### src/logic/erbc_pkg.sv
package erbc_pkg;
  localparam int CLK_PS = 5000;
  localparam int CR_N = 12;
  localparam logic [3:0] CR_SEL_MAX = 4'hc;
  typedef int unsigned erbc_cyc_arr_t [CR_N];
  localparam longint CR_NS [CR_N] = '{6500, 9800, 50000, 100000, 500000, 1000000, 5000000, 10000000,
    50000000, 100000000, 500000000, 1000000000};
  function automatic erbc_cyc_arr_t erbc_cr_cyc();
    erbc_cyc_arr_t r;
    for (int i = 0; i < CR_N; i++)
      r[i] = 32'((CR_NS[i] * 1000) / CLK_PS);
    return r;
  endfunction
  localparam erbc_cyc_arr_t CR_CYC_DEF = erbc_cr_cyc();
  localparam int RST_PULSE_NS = 100;
  localparam int unsigned RST_CYC_DEF = (RST_PULSE_NS * 1000 + CLK_PS - 1) / CLK_PS;
  localparam int RES_PS [3] = '{1600000, 406000, 20000};
  localparam int unsigned RES_CYC [3] = '{RES_PS[0] / CLK_PS, RES_PS[1] / CLK_PS, RES_PS[2] / CLK_PS};
  localparam logic [1:0] RES_LAST = 2'h2;
  // Register byte offsets
  localparam logic [7:0] A_CTRL = 8'h00, A_CFG = 8'h04, A_START = 8'h08, A_BRKAD = 8'h0c;
  localparam logic [7:0] A_STATUS = 8'h10, A_RT_LO = 8'h14, A_RT_HI = 8'h18;
  localparam logic [7:0] A_IVA = 8'h20, A_IVB = 8'h30;
  localparam logic [3:0] IV_TOT = 4'h0, IV_MAX = 4'h4, IV_MIN = 4'h8, IV_CNT = 4'hc;
  // Control word fields
  localparam int F_GO = 0, F_ABORT = 1, F_SSEL = 2, F_BRK = 4, F_MODE = 5, F_CRSEL = 9;
  localparam int SSEL_W = 2, MODE_W = 4, CRSEL_W = 4, CAUSE_W = 4;
  localparam logic [1:0] S_CURPC = 2'h0, S_ADDR = 2'h1, S_RESET = 2'h2;
  localparam logic [3:0] M_NORM = 4'h0, M_CR = 4'h1, M_NB = 4'h2, M_I1 = 4'h3, M_I2 = 4'h4;
  localparam logic [3:0] M_I3 = 4'h5, M_SB1 = 4'h6, M_SB2 = 4'h7, M_SB3 = 4'h8, M_TB = 4'h9;
  localparam logic [3:0] C_NONE = 4'h0, C_STOP = 4'h1, C_SWBP = 4'h2, C_BPSEQ = 4'h3, C_GEN = 4'h4;
  localparam logic [3:0] C_UBC = 4'h5, C_SB = 4'h6, C_TMO = 4'h7, C_CNT = 4'h8, C_ABORT = 4'h9;
  typedef enum logic [2:0] {
    ST_IDLE = 3'b001,
    ST_RST = 3'b010,
    ST_RUN = 3'b100
  } erbc_state_t;
endpackage

### src/logic/erbc_core.sv
// The implementer's own choices: the placing of the registers and the plain strobed port.
`timescale 1ns/10ps
module erbc_core import erbc_pkg::*; #(
  parameter erbc_cyc_arr_t CR_CYC = CR_CYC_DEF,
  parameter int unsigned RST_CYC = RST_CYC_DEF,
  parameter int RT_W = 40,
  parameter int IV_W = 32
) (
  input wire logic clk,
  input wire logic resetn,
  input wire logic [7:0] reg_addr,
  input wire logic [31:0] reg_wdata,
  input wire logic reg_wr,
  input wire logic reg_rd,
  output logic [31:0] reg_rdata_q,
  input wire logic fetch_valid,
  input wire logic [31:0] fetch_addr,
  input wire logic [3:0] hw_match_unit,
  input wire logic sw_bp_hit,
  input wire logic bp_seq_hit,
  input wire logic [2:0] gen_brk_hit,
  input wire logic perf_timeout,
  input wire logic perf_count_ovf,
  output logic target_reset_input_q,
  output logic tgt_halt_q,
  output logic tgt_load_q,
  output logic [31:0] tgt_pc_q,
  output logic trace_en_q
);
  erbc_state_t st_q, st_d;
  logic [MODE_W-1:0] mode_q;
  logic [CRSEL_W-1:0] crsel_q, cr_idx;
  logic [SSEL_W-1:0] ssel_q;
  logic brk_en_q;
  logic [1:0] res_q;
  logic [31:0] start_q, brkad_q, rst_cnt_q;
  logic [CAUSE_W-1:0] cause_q, cause_d;
  logic [1:0] seq_q, seq_last;
  logic [RT_W-1:0] rt_q;
  logic rt_ovf_q, rt_tick, cr_tick, halt_d;
  logic wr_ctrl, go, abort_w, st_run, addr_hit, seq_hit;
  logic m_norm, m_cr, m_nb, m_iv, m_sb, m_tb, gen_ok;
  logic [3:0] um;
  logic iva_busy, ivb_busy;
  logic [IV_W-1:0] iva_tot, iva_max, iva_min, iva_cnt;
  logic [IV_W-1:0] ivb_tot, ivb_max, ivb_min, ivb_cnt;

  assign wr_ctrl = reg_wr && reg_addr == A_CTRL;
  assign go = wr_ctrl && reg_wdata[F_GO] && st_q == ST_IDLE;
  assign abort_w = wr_ctrl && reg_wdata[F_ABORT] && st_q != ST_IDLE;
  assign st_run = st_q == ST_RUN;

  assign m_cr = mode_q == M_CR;
  assign m_nb = mode_q == M_NB;
  assign m_iv = mode_q inside {M_I1, M_I2, M_I3};
  assign m_sb = mode_q inside {M_SB1, M_SB2, M_SB3};
  assign m_tb = mode_q == M_TB;
  // Unknown mode codes fall back to normal emulation
  assign m_norm = !(m_cr || m_nb || m_iv || m_sb || m_tb);
  assign gen_ok = !(m_cr || m_nb || m_iv);

  // Unit 4 is spent on the break address while one is armed
  assign um = hw_match_unit & {~brk_en_q, 3'h7};
  // Fetch address is the next instruction; halting now stops it executing
  assign addr_hit = st_run && brk_en_q && !m_cr && fetch_valid && fetch_addr == brkad_q;

  // Configuration registers; control word fields latch only while idle, CFG, START and BRKAD at any time
  always_ff @(posedge clk) begin
    if (!resetn) begin
      mode_q <= M_NORM;
      crsel_q <= 4'h1;
      ssel_q <= S_CURPC;
      brk_en_q <= 1'b0;
    end else if (wr_ctrl && st_q == ST_IDLE) begin
      mode_q <= reg_wdata[F_MODE +: MODE_W];
      crsel_q <= reg_wdata[F_CRSEL +: CRSEL_W];
      ssel_q <= reg_wdata[F_SSEL +: SSEL_W];
      brk_en_q <= reg_wdata[F_BRK];
    end
  end

  always_ff @(posedge clk) begin
    if (!resetn) begin
      res_q <= 2'h0;
      start_q <= '0;
      brkad_q <= '0;
    end else if (reg_wr) begin
      if (reg_addr == A_CFG && reg_wdata[1:0] <= RES_LAST)
        res_q <= reg_wdata[1:0];
      if (reg_addr == A_START)
        start_q <= reg_wdata;
      if (reg_addr == A_BRKAD)
        brkad_q <= reg_wdata;
    end
  end

  // Out-of-range selectors clamp to the nearest table entry
  always_comb begin
    cr_idx = crsel_q - 4'h1;
    if (crsel_q == 4'h0)
      cr_idx = 4'h0;
    if (crsel_q > CR_SEL_MAX)
      cr_idx = CR_SEL_MAX - 4'h1;
  end

  erbc_tick #(.W(32)) u_rt_tick (
    .clk(clk),
    .resetn(resetn),
    .en(st_q != ST_IDLE),
    .period(RES_CYC[res_q]),
    .tick_q(rt_tick)
  );

  erbc_tick #(.W(32)) u_cr_tick (
    .clk(clk),
    .resetn(resetn),
    .en(st_run && m_cr),
    // Net of the pulse and the state hop, so reset rises stay one interval apart
    .period(CR_CYC[cr_idx] - RST_CYC - 32'h1),
    .tick_q(cr_tick)
  );

  // Sequence tracker: expects units last..0 in descending order
  always_comb begin
    seq_last = 2'h1;
    if (mode_q == M_SB2)
      seq_last = 2'h2;
    if (mode_q == M_SB3)
      seq_last = 2'h3;
  end
  assign seq_hit = um[seq_last - seq_q];

  always_ff @(posedge clk) begin
    if (!resetn || go)
      seq_q <= 2'h0;
    else if (st_run && m_sb && seq_hit && seq_q != seq_last)
      seq_q <= seq_q + 2'h1;
  end

  erbc_ivl #(.W(IV_W)) u_iva (
    .clk(clk),
    .resetn(resetn),
    .clr(go),
    .tick(rt_tick),
    .start(st_run && m_iv && um[1]),
    .stop(um[0]),
    .busy_q(iva_busy),
    .total_q(iva_tot),
    .max_q(iva_max),
    .min_q(iva_min),
    .cnt_q(iva_cnt)
  );

  erbc_ivl #(.W(IV_W)) u_ivb (
    .clk(clk),
    .resetn(resetn),
    .clr(go),
    .tick(rt_tick),
    .start(st_run && mode_q == M_I3 && um[3]),
    .stop(um[2]),
    .busy_q(ivb_busy),
    .total_q(ivb_tot),
    .max_q(ivb_max),
    .min_q(ivb_min),
    .cnt_q(ivb_cnt)
  );

  // Break arbitration; abort beats the stop address beats the rest
  always_comb begin
    halt_d = 1'b1;
    cause_d = C_NONE;
    if (abort_w)
      cause_d = C_ABORT;
    else if (!st_run)
      halt_d = 1'b0;
    else if (addr_hit)
      cause_d = C_STOP;
    else if (m_norm && sw_bp_hit)
      cause_d = C_SWBP;
    else if (m_norm && bp_seq_hit)
      cause_d = C_BPSEQ;
    else if (gen_ok && |gen_brk_hit)
      cause_d = C_GEN;
    else if (m_norm && |um)
      cause_d = C_UBC;
    else if (mode_q == M_I1 && iva_busy && um[0])
      cause_d = C_SB;
    else if (m_sb && seq_hit && seq_q == seq_last)
      cause_d = C_SB;
    else if (m_tb && perf_timeout)
      cause_d = C_TMO;
    else if (m_tb && perf_count_ovf)
      cause_d = C_CNT;
    else
      halt_d = 1'b0;
  end

  always_comb begin
    st_d = st_q;
    unique case (st_q)
      ST_IDLE:
        if (go)
          st_d = ssel_q == S_RESET ? ST_RST : ST_RUN;
      ST_RST:
        if (abort_w)
          st_d = ST_IDLE;
        else if (rst_cnt_q >= RST_CYC - 1)
          st_d = ST_RUN;
      ST_RUN:
        if (halt_d)
          st_d = ST_IDLE;
        else if (m_cr && cr_tick)
          st_d = ST_RST;
      default:
        st_d = ST_IDLE;
    endcase
  end

  always_ff @(posedge clk) begin
    if (!resetn)
      st_q <= ST_IDLE;
    else
      st_q <= st_d;
  end

  always_ff @(posedge clk) begin
    if (!resetn || st_q != ST_RST)
      rst_cnt_q <= '0;
    else
      rst_cnt_q <= rst_cnt_q + 32'h1;
  end

  // Target side outputs
  always_ff @(posedge clk) begin
    if (!resetn) begin
      target_reset_input_q <= 1'b0;
      trace_en_q <= 1'b0;
    end else begin
      target_reset_input_q <= st_d == ST_RST;
      trace_en_q <= st_d != ST_IDLE && !m_cr && !m_iv;
    end
  end

  // Target comes out of reset halted until the first run
  always_ff @(posedge clk) begin
    if (!resetn) begin
      tgt_halt_q <= 1'b1;
      cause_q <= C_NONE;
    end else if (go) begin
      tgt_halt_q <= 1'b0;
      cause_q <= C_NONE;
    end else if (halt_d) begin
      tgt_halt_q <= 1'b1;
      cause_q <= cause_d;
    end
  end

  always_ff @(posedge clk) begin
    if (!resetn) begin
      tgt_load_q <= 1'b0;
      tgt_pc_q <= '0;
    end else begin
      tgt_load_q <= go && ssel_q == S_ADDR;
      if (go && ssel_q == S_ADDR)
        tgt_pc_q <= start_q;
    end
  end

  // Run timer; span is about 2^RT_W ticks for every resolution
  always_ff @(posedge clk) begin
    if (!resetn || go) begin
      rt_q <= '0;
      rt_ovf_q <= 1'b0;
    end else if (rt_tick) begin
      rt_q <= rt_q + RT_W'(1);
      if (&rt_q)
        rt_ovf_q <= 1'b1;
    end
  end

  // Register read port, data one cycle after the strobe
  always_ff @(posedge clk) begin
    if (!resetn)
      reg_rdata_q <= '0;
    else if (reg_rd) begin
      reg_rdata_q <= '0;
      unique case (reg_addr)
        A_CTRL:
          reg_rdata_q <= 32'({crsel_q, mode_q, brk_en_q, ssel_q, 2'h0});
        A_CFG:
          reg_rdata_q <= 32'(res_q);
        A_START:
          reg_rdata_q <= start_q;
        A_BRKAD:
          reg_rdata_q <= brkad_q;
        A_STATUS:
          reg_rdata_q <= 32'({seq_q, cause_q, ivb_busy, iva_busy, rt_ovf_q, tgt_halt_q, st_q != ST_IDLE});
        A_RT_LO:
          reg_rdata_q <= rt_q[31:0];
        A_RT_HI:
          reg_rdata_q <= 32'(rt_q >> 32);
        A_IVA + IV_TOT:
          reg_rdata_q <= 32'(iva_tot);
        A_IVA + IV_MAX:
          reg_rdata_q <= 32'(iva_max);
        A_IVA + IV_MIN:
          reg_rdata_q <= 32'(iva_min);
        A_IVA + IV_CNT:
          reg_rdata_q <= 32'(iva_cnt);
        A_IVB + IV_TOT:
          reg_rdata_q <= 32'(ivb_tot);
        A_IVB + IV_MAX:
          reg_rdata_q <= 32'(ivb_max);
        A_IVB + IV_MIN:
          reg_rdata_q <= 32'(ivb_min);
        A_IVB + IV_CNT:
          reg_rdata_q <= 32'(ivb_cnt);
        default:
          reg_rdata_q <= '0;
      endcase
    end
  end

  logic quiet;
  assign quiet = !abort_w && !addr_hit;
endmodule // erbc_core

### src/logic/erbc_ivl.sv
`timescale 1ns/10ps
module erbc_ivl #(
  parameter int W = 32
) (
  input wire logic clk,
  input wire logic resetn,
  input wire logic clr,
  input wire logic tick,
  input wire logic start,
  input wire logic stop,
  output logic busy_q,
  output logic [W-1:0] total_q,
  output logic [W-1:0] max_q,
  output logic [W-1:0] min_q,
  output logic [W-1:0] cnt_q
);
  logic [W-1:0] cur_q;

  // A second start while open keeps the first
  always_ff @(posedge clk) begin
    if (!resetn || clr)
      busy_q <= 1'b0;
    else if (busy_q && stop)
      busy_q <= 1'b0;
    else if (start)
      busy_q <= 1'b1;
  end

  always_ff @(posedge clk) begin
    if (!resetn || clr || !busy_q)
      cur_q <= '0;
    else if (tick)
      cur_q <= cur_q + W'(1);
  end

  always_ff @(posedge clk) begin
    if (!resetn || clr) begin
      total_q <= '0;
      max_q <= '0;
      min_q <= '1;
      cnt_q <= '0;
    end else if (busy_q && stop) begin
      total_q <= total_q + cur_q;
      cnt_q <= cnt_q + W'(1);
      if (cur_q > max_q)
        max_q <= cur_q;
      if (cur_q < min_q)
        min_q <= cur_q;
    end
  end
endmodule // erbc_ivl

### src/logic/erbc_tick.sv
`timescale 1ns/10ps
module erbc_tick #(
  parameter int W = 32
) (
  input wire logic clk,
  input wire logic resetn,
  input wire logic en,
  input wire logic [W-1:0] period,
  output logic tick_q
);
  logic [W-1:0] cnt_q;

  // Period of zero behaves as one
  always_ff @(posedge clk) begin
    if (!resetn || !en) begin
      cnt_q <= '0;
      tick_q <= 1'b0;
    end else if (cnt_q + W'(1) >= period) begin
      cnt_q <= '0;
      tick_q <= 1'b1;
    end else begin
      cnt_q <= cnt_q + W'(1);
      tick_q <= 1'b0;
    end
  end
endmodule // erbc_tick

### config.mk
export PLATFORM = sky130hd
export DESIGN_NAME = erbc_core
export DESIGN_NICKNAME = d
export VERILOG_FILES = /design/src/logic/erbc_pkg.sv /design/src/logic/erbc_core.sv /design/src/logic/erbc_ivl.sv /design/src/logic/erbc_tick.sv
export SDC_FILE = /design/constraint.sdc
export NUM_CORES = 2
export LEC_CHECK = 0
export ABC_AREA = 1
export BUFFER_PORTS_ARGS = -buffer_cell sky130_fd_sc_hd__buf_2
export CELL_PAD_IN_SITES_DETAIL_PLACEMENT = 1
export CELL_PAD_IN_SITES_GLOBAL_PLACEMENT = 1
export CORE_ASPECT_RATIO = 1.5
export CORE_MARGIN = 3
export CORE_UTILIZATION = 36
export CTS_BUF_LIST = sky130_fd_sc_hd__clkbuf_8
export CTS_CLUSTER_SIZE = 12
export DETAILED_ROUTE_END_ITERATION = 7
export PLACE_DENSITY = 0.78
export SYNTH_ARGS = -nofsm -noshare
export SYNTH_HDL_FRONTEND = slang
export SYNTH_SLANG_ARGS = --single-unit
### constraint.sdc
create_clock -name clk -period 6.8 [get_ports clk]
set_clock_uncertainty 0.05 [all_clocks]
set_input_delay 1.36 -clock clk [delete_from_list [all_inputs] [get_ports clk]]
set_output_delay 1.36 -clock clk [all_outputs]
set_load 0.02 [all_outputs]
==> metrics.csv <==
stage,metric,value,unit
placement,gp_congestion,0.962,
floorplanning,io_pins,156,
route,vias,37500,
synthesis,yosys_warnings,0,
floorplanning,fp.dieW,265,microns
critical_path,end_kind,flip-flop,
hold_path,worstHoldStart,rst_cnt_q[0],
final_layout,multi_input_area,20400,sq um
route,drtIter0Drc,2201,
synthesis,synth.ff_latch_count,615,
final_layout,nFillCells,12800,
sta,fin_hold_ws,406,ps
sta,fin_crit,4050,ps
global_routing,overflow,0,
global_routing,grt_max_degree,139,
final_layout,drive_above_1_share,7.52,%
placement,dp_hpwl,112000,microns
final_layout,largest-register,rt_q,
global_routing,grt_pass1_wl,221000,microns
final_layout,final_cell_mix,"nand2_1 (848), inv_1 (781), nor2_1 (628), dfxtp_1 (615), a21oi_1 (467)",
critical_path,critical_path.max_fanout,32,
clock_network,cts-resized-gates,0,
hold_path,hold_end,rst_cnt_q[0],
critical_path,cpPeakStageDelay,380,ps
pwr,pwr-share-comb,2.7,%
critical_path,r2r-end,u_cr_tick.cnt_q[2],
synthesis,seq_area_frac_synth,34.0,%
sta,grt_setup_unrepaired,no,
hold_path,hold-path-cell-count,1,
synthesis,synth_flop_cell,dfxtp_1,
critical_path,arrival,4700,ps
global_routing,grtUsageTotal,27.0,%
pwr,ir_drop,0.130,mV
clock_network,cts_setup_buffers,0,
critical_path,crit_required,7450,ps
clock_network,cts_tree,done,
critical_path,crit_top_cell,nor2_1,
synthesis,ys_async_sr_fraction,0,%
critical_path,rr_worst_depth,22,
critical_path,crit_path_cell_trace,"inv_2, nor2_1, nand3_1, nor2_1, nand3_1, nor2_1, inv_1, nor4_2, nand2_1, nor2_1, nand2_1, xor2_1, inv_1, ha_1, nand2_1, nor2_1, a211oi_1, o221ai_1, a21oi_1, nand3_1, buf_4, nor3_1",
sta,setup_viol,0,
pwr,p_int,5.51,mW
pwr,pwr-share-seq,49.5,%
final_layout,largest_reg_flops,40,
synthesis,ys_types,60,
sta,fmax,247,MHz
sta,tightest_slew,1330,ps
route,first_pass_iters,5,
sta,setup_ws,2750,ps
sta,relSlewSlack,11.4,%
final_layout,area_growth,11.9,%
sta,hold_violations,0,
sta,fin_crit_sh,59.6,%
floorplanning,start_util,36.5,%
pwr,clkPwrFrac,47.8,%
critical_path,reg2reg_from,u_cr_tick.cnt_q[0],
clock_network,clkTransAtPathRegs,60,ps
run,cap_violations,0,
synthesis,syn_avg_cell_area,6.90,sq um
clock_network,clkLatencyLatePin,790,ps
synthesis,syn-instance-count,5243,
pwr,power_density,181,nW/um^2
sta,fin_setup_tns,0,ps
clock_network,ctsHoldBuffers,0,
hold_path,hold_path_class,reg -> reg,
pwr,power.leakage,17.8,nW
clock_network,numCtsBuffers,99,
critical_path,crit_type,reg -> reg,
sta,drv_slew,0,
critical_path,slowest_stage,dfxtp_1,
clock_network,root_buffer,clkbuf_8,
floorplanning,fp.dieH,394,microns
clock_network,clockBufferDepth,3,
pwr,switching_share,24.6,%
route,avgRoutedWirePerCell,21.3,microns
final_layout,layout.nets,5727,
final_layout,layout_commonest_cell,nand2_1,
status,status,finished clean,
route,final_antenna_net_count,0,
placement,portBuffers,155,
final_layout,seqCellArea,12300,sq um
route,routed_wl,144000,microns
floorplanning,row_count,141,
global_routing,grt_pass1_vias,39000,
pwr,switchingPower,1.80,mW
global_routing,grt_antenna_before_repair,6,
critical_path,rrSetupSlack,2750,ps
route,drc,0,
placement,post-place-ws,2130,ps
clock_network,htreeDepth,3,
synthesis,synth_edf_count,0,
critical_path,startpoint,u_cr_tick.cnt_q[0],
critical_path,critPathLaunchType,flip-flop,
synthesis,netlist_area,36200,sq um
route,vias_per_cell,5.54,
clock_network,cts.sinks,615,
floorplanning,core,99100,sq um
floorplanning,fp.dieArea,104000,sq um
==> worst max path at each step <==
stage	to	slack, ps	cells after the start
after global placement	u_iva.cur_q[23]	2230	14
after global routing	u_cr_tick.cnt_q[15]	2200	22
after CTS	u_cr_tick.cnt_q[31]	2640	22
final	u_cr_tick.cnt_q[2]	2750	22
after detailed placement	u_iva.cur_q[22]	2130	14
after floorplan	u_cr_tick.cnt_q[15]	3500	20
==> synth_stat cells, types with 5 or more instances <==
| cell | number | share of area, % |
|---|---|---|
| nand2_1 | 850 | 8.8 |
| inv_1 | 750 | 7.8 |
| nor2_1 | 628 | 6.5 |
| dfxtp_1 | 615 | 34 |
| a21oi_1 | 467 | 6.5 |
| nand3_1 | 303 | 4.2 |
| o21ai_0 | 281 | 3.9 |
| ha_1 | 240 | 8.3 |
| nor3_1 | 153 | 2.1 |
| xor2_1 | 146 | 3.5 |
| clkbuf_1 | 132 | 1.4 |
| o22ai_1 | 101 | 1.7 |
| nand4_1 | 88 | 1.5 |
| nor4_1 | 54 | 0.93 |
| o211ai_1 | 46 | 0.95 |
| a221oi_1 | 41 | 0.99 |
| xnor2_1 | 38 | 0.92 |
| o21ai_1 | 34 | 0.47 |
| buf_2 | 31 | 0.43 |
| a31oi_1 | 29 | 0.50 |
| a21o_1 | 26 | 0.54 |
| or2_2 | 23 | 0.40 |
| nor3b_1 | 18 | 0.37 |
| a211oi_1 | 13 | 0.27 |
| o21a_1 | 13 | 0.27 |
| o21bai_1 | 11 | 0.23 |
| inv_2 | 9 | 0.093 |
| o221ai_1 | 9 | 0.22 |
| a311oi_1 | 6 | 0.15 |
| buf_1 | 6 | 0.062 |
| nor3_2 | 6 | 0.17 |
| o31ai_1 | 6 | 0.12 |
| nand2_2 | 5 | 0.086 |
| nand3b_1 | 5 | 0.10 |
| or3_1 | 5 | 0.086 |
==> stage by stage <==
step                cell area [sq um]  utilization [%]  std cells  power, mW
floorplan                       36300                -       5268       3.81
detailed placement              38300             38.7       6583       3.89
CTS                             40400             40.8       6764       7.38
global placement                38300             38.7       6583       3.89
global route                    40500             40.8       6768       7.55
finish                          40500             40.8       6772       7.31
==> per-layer routing <==
metal | wire, microns | GRT usage, %
met5 | 10 | 0
met4 | 10200 | 17.3
met3 | 7940 | 4.90
met2 | 71600 | 48.5
met1 | 54600 | 28.9
==> worst max-delay path, delay by kind of cell, from the launching register on <==
kind / cells / cell delay [ps]
AOI/OAI and AO/OA: 3 / 640
xor gates and xnor gates: 1 / 180
adders and majority gates: 1 / 310
buffers and inverters: 4 / 470
DFF: 1 / 380
and+or+nand+nor: 13 / 1930
==> area by class of cell <==
class | count | share of cell area [%]
well taps | 1287 | 3.98
inverters | 764 | 7.10
clock inverters | 49 | 0.751
flip-flops and latches | 615 | 30.4
multi-input cells | 3715 | 50.4
clock buffers | 132 | 4.49
repair buffers | 202 | 2.83
diodes | 8 | 0.0495
==> power groups by stage <==
stage	clock network (mW)	registers, mW	logic (mW)
finish	3.50	3.62	0.195
global route	3.72	3.62	0.213
CTS	3.57	3.62	0.193
detailed placement	0	3.70	0.191
global placement	0	3.70	0.188
floorplan	0	3.70	0.107
==> logic make-up (layout without fill, tap and decap cells) <==
| logic type | Yosys count | after routing | share of synthesized area (%) |
|---|---|---|---|
| xor+xnor | 184 | 184 | 4.45 |
| compound gates | 1102 | 1102 | 17.3 |
| flops | 615 | 615 | 34.0 |
| fa+ha+maj | 242 | 242 | 8.41 |
| buf+inv | 938 | 1147 | 9.94 |
| other cells | 2 | 35 | 0.0208 |
| simple gates | 2160 | 2160 | 25.9 |
Note: power is estimated with default switching activity, not from simulation.
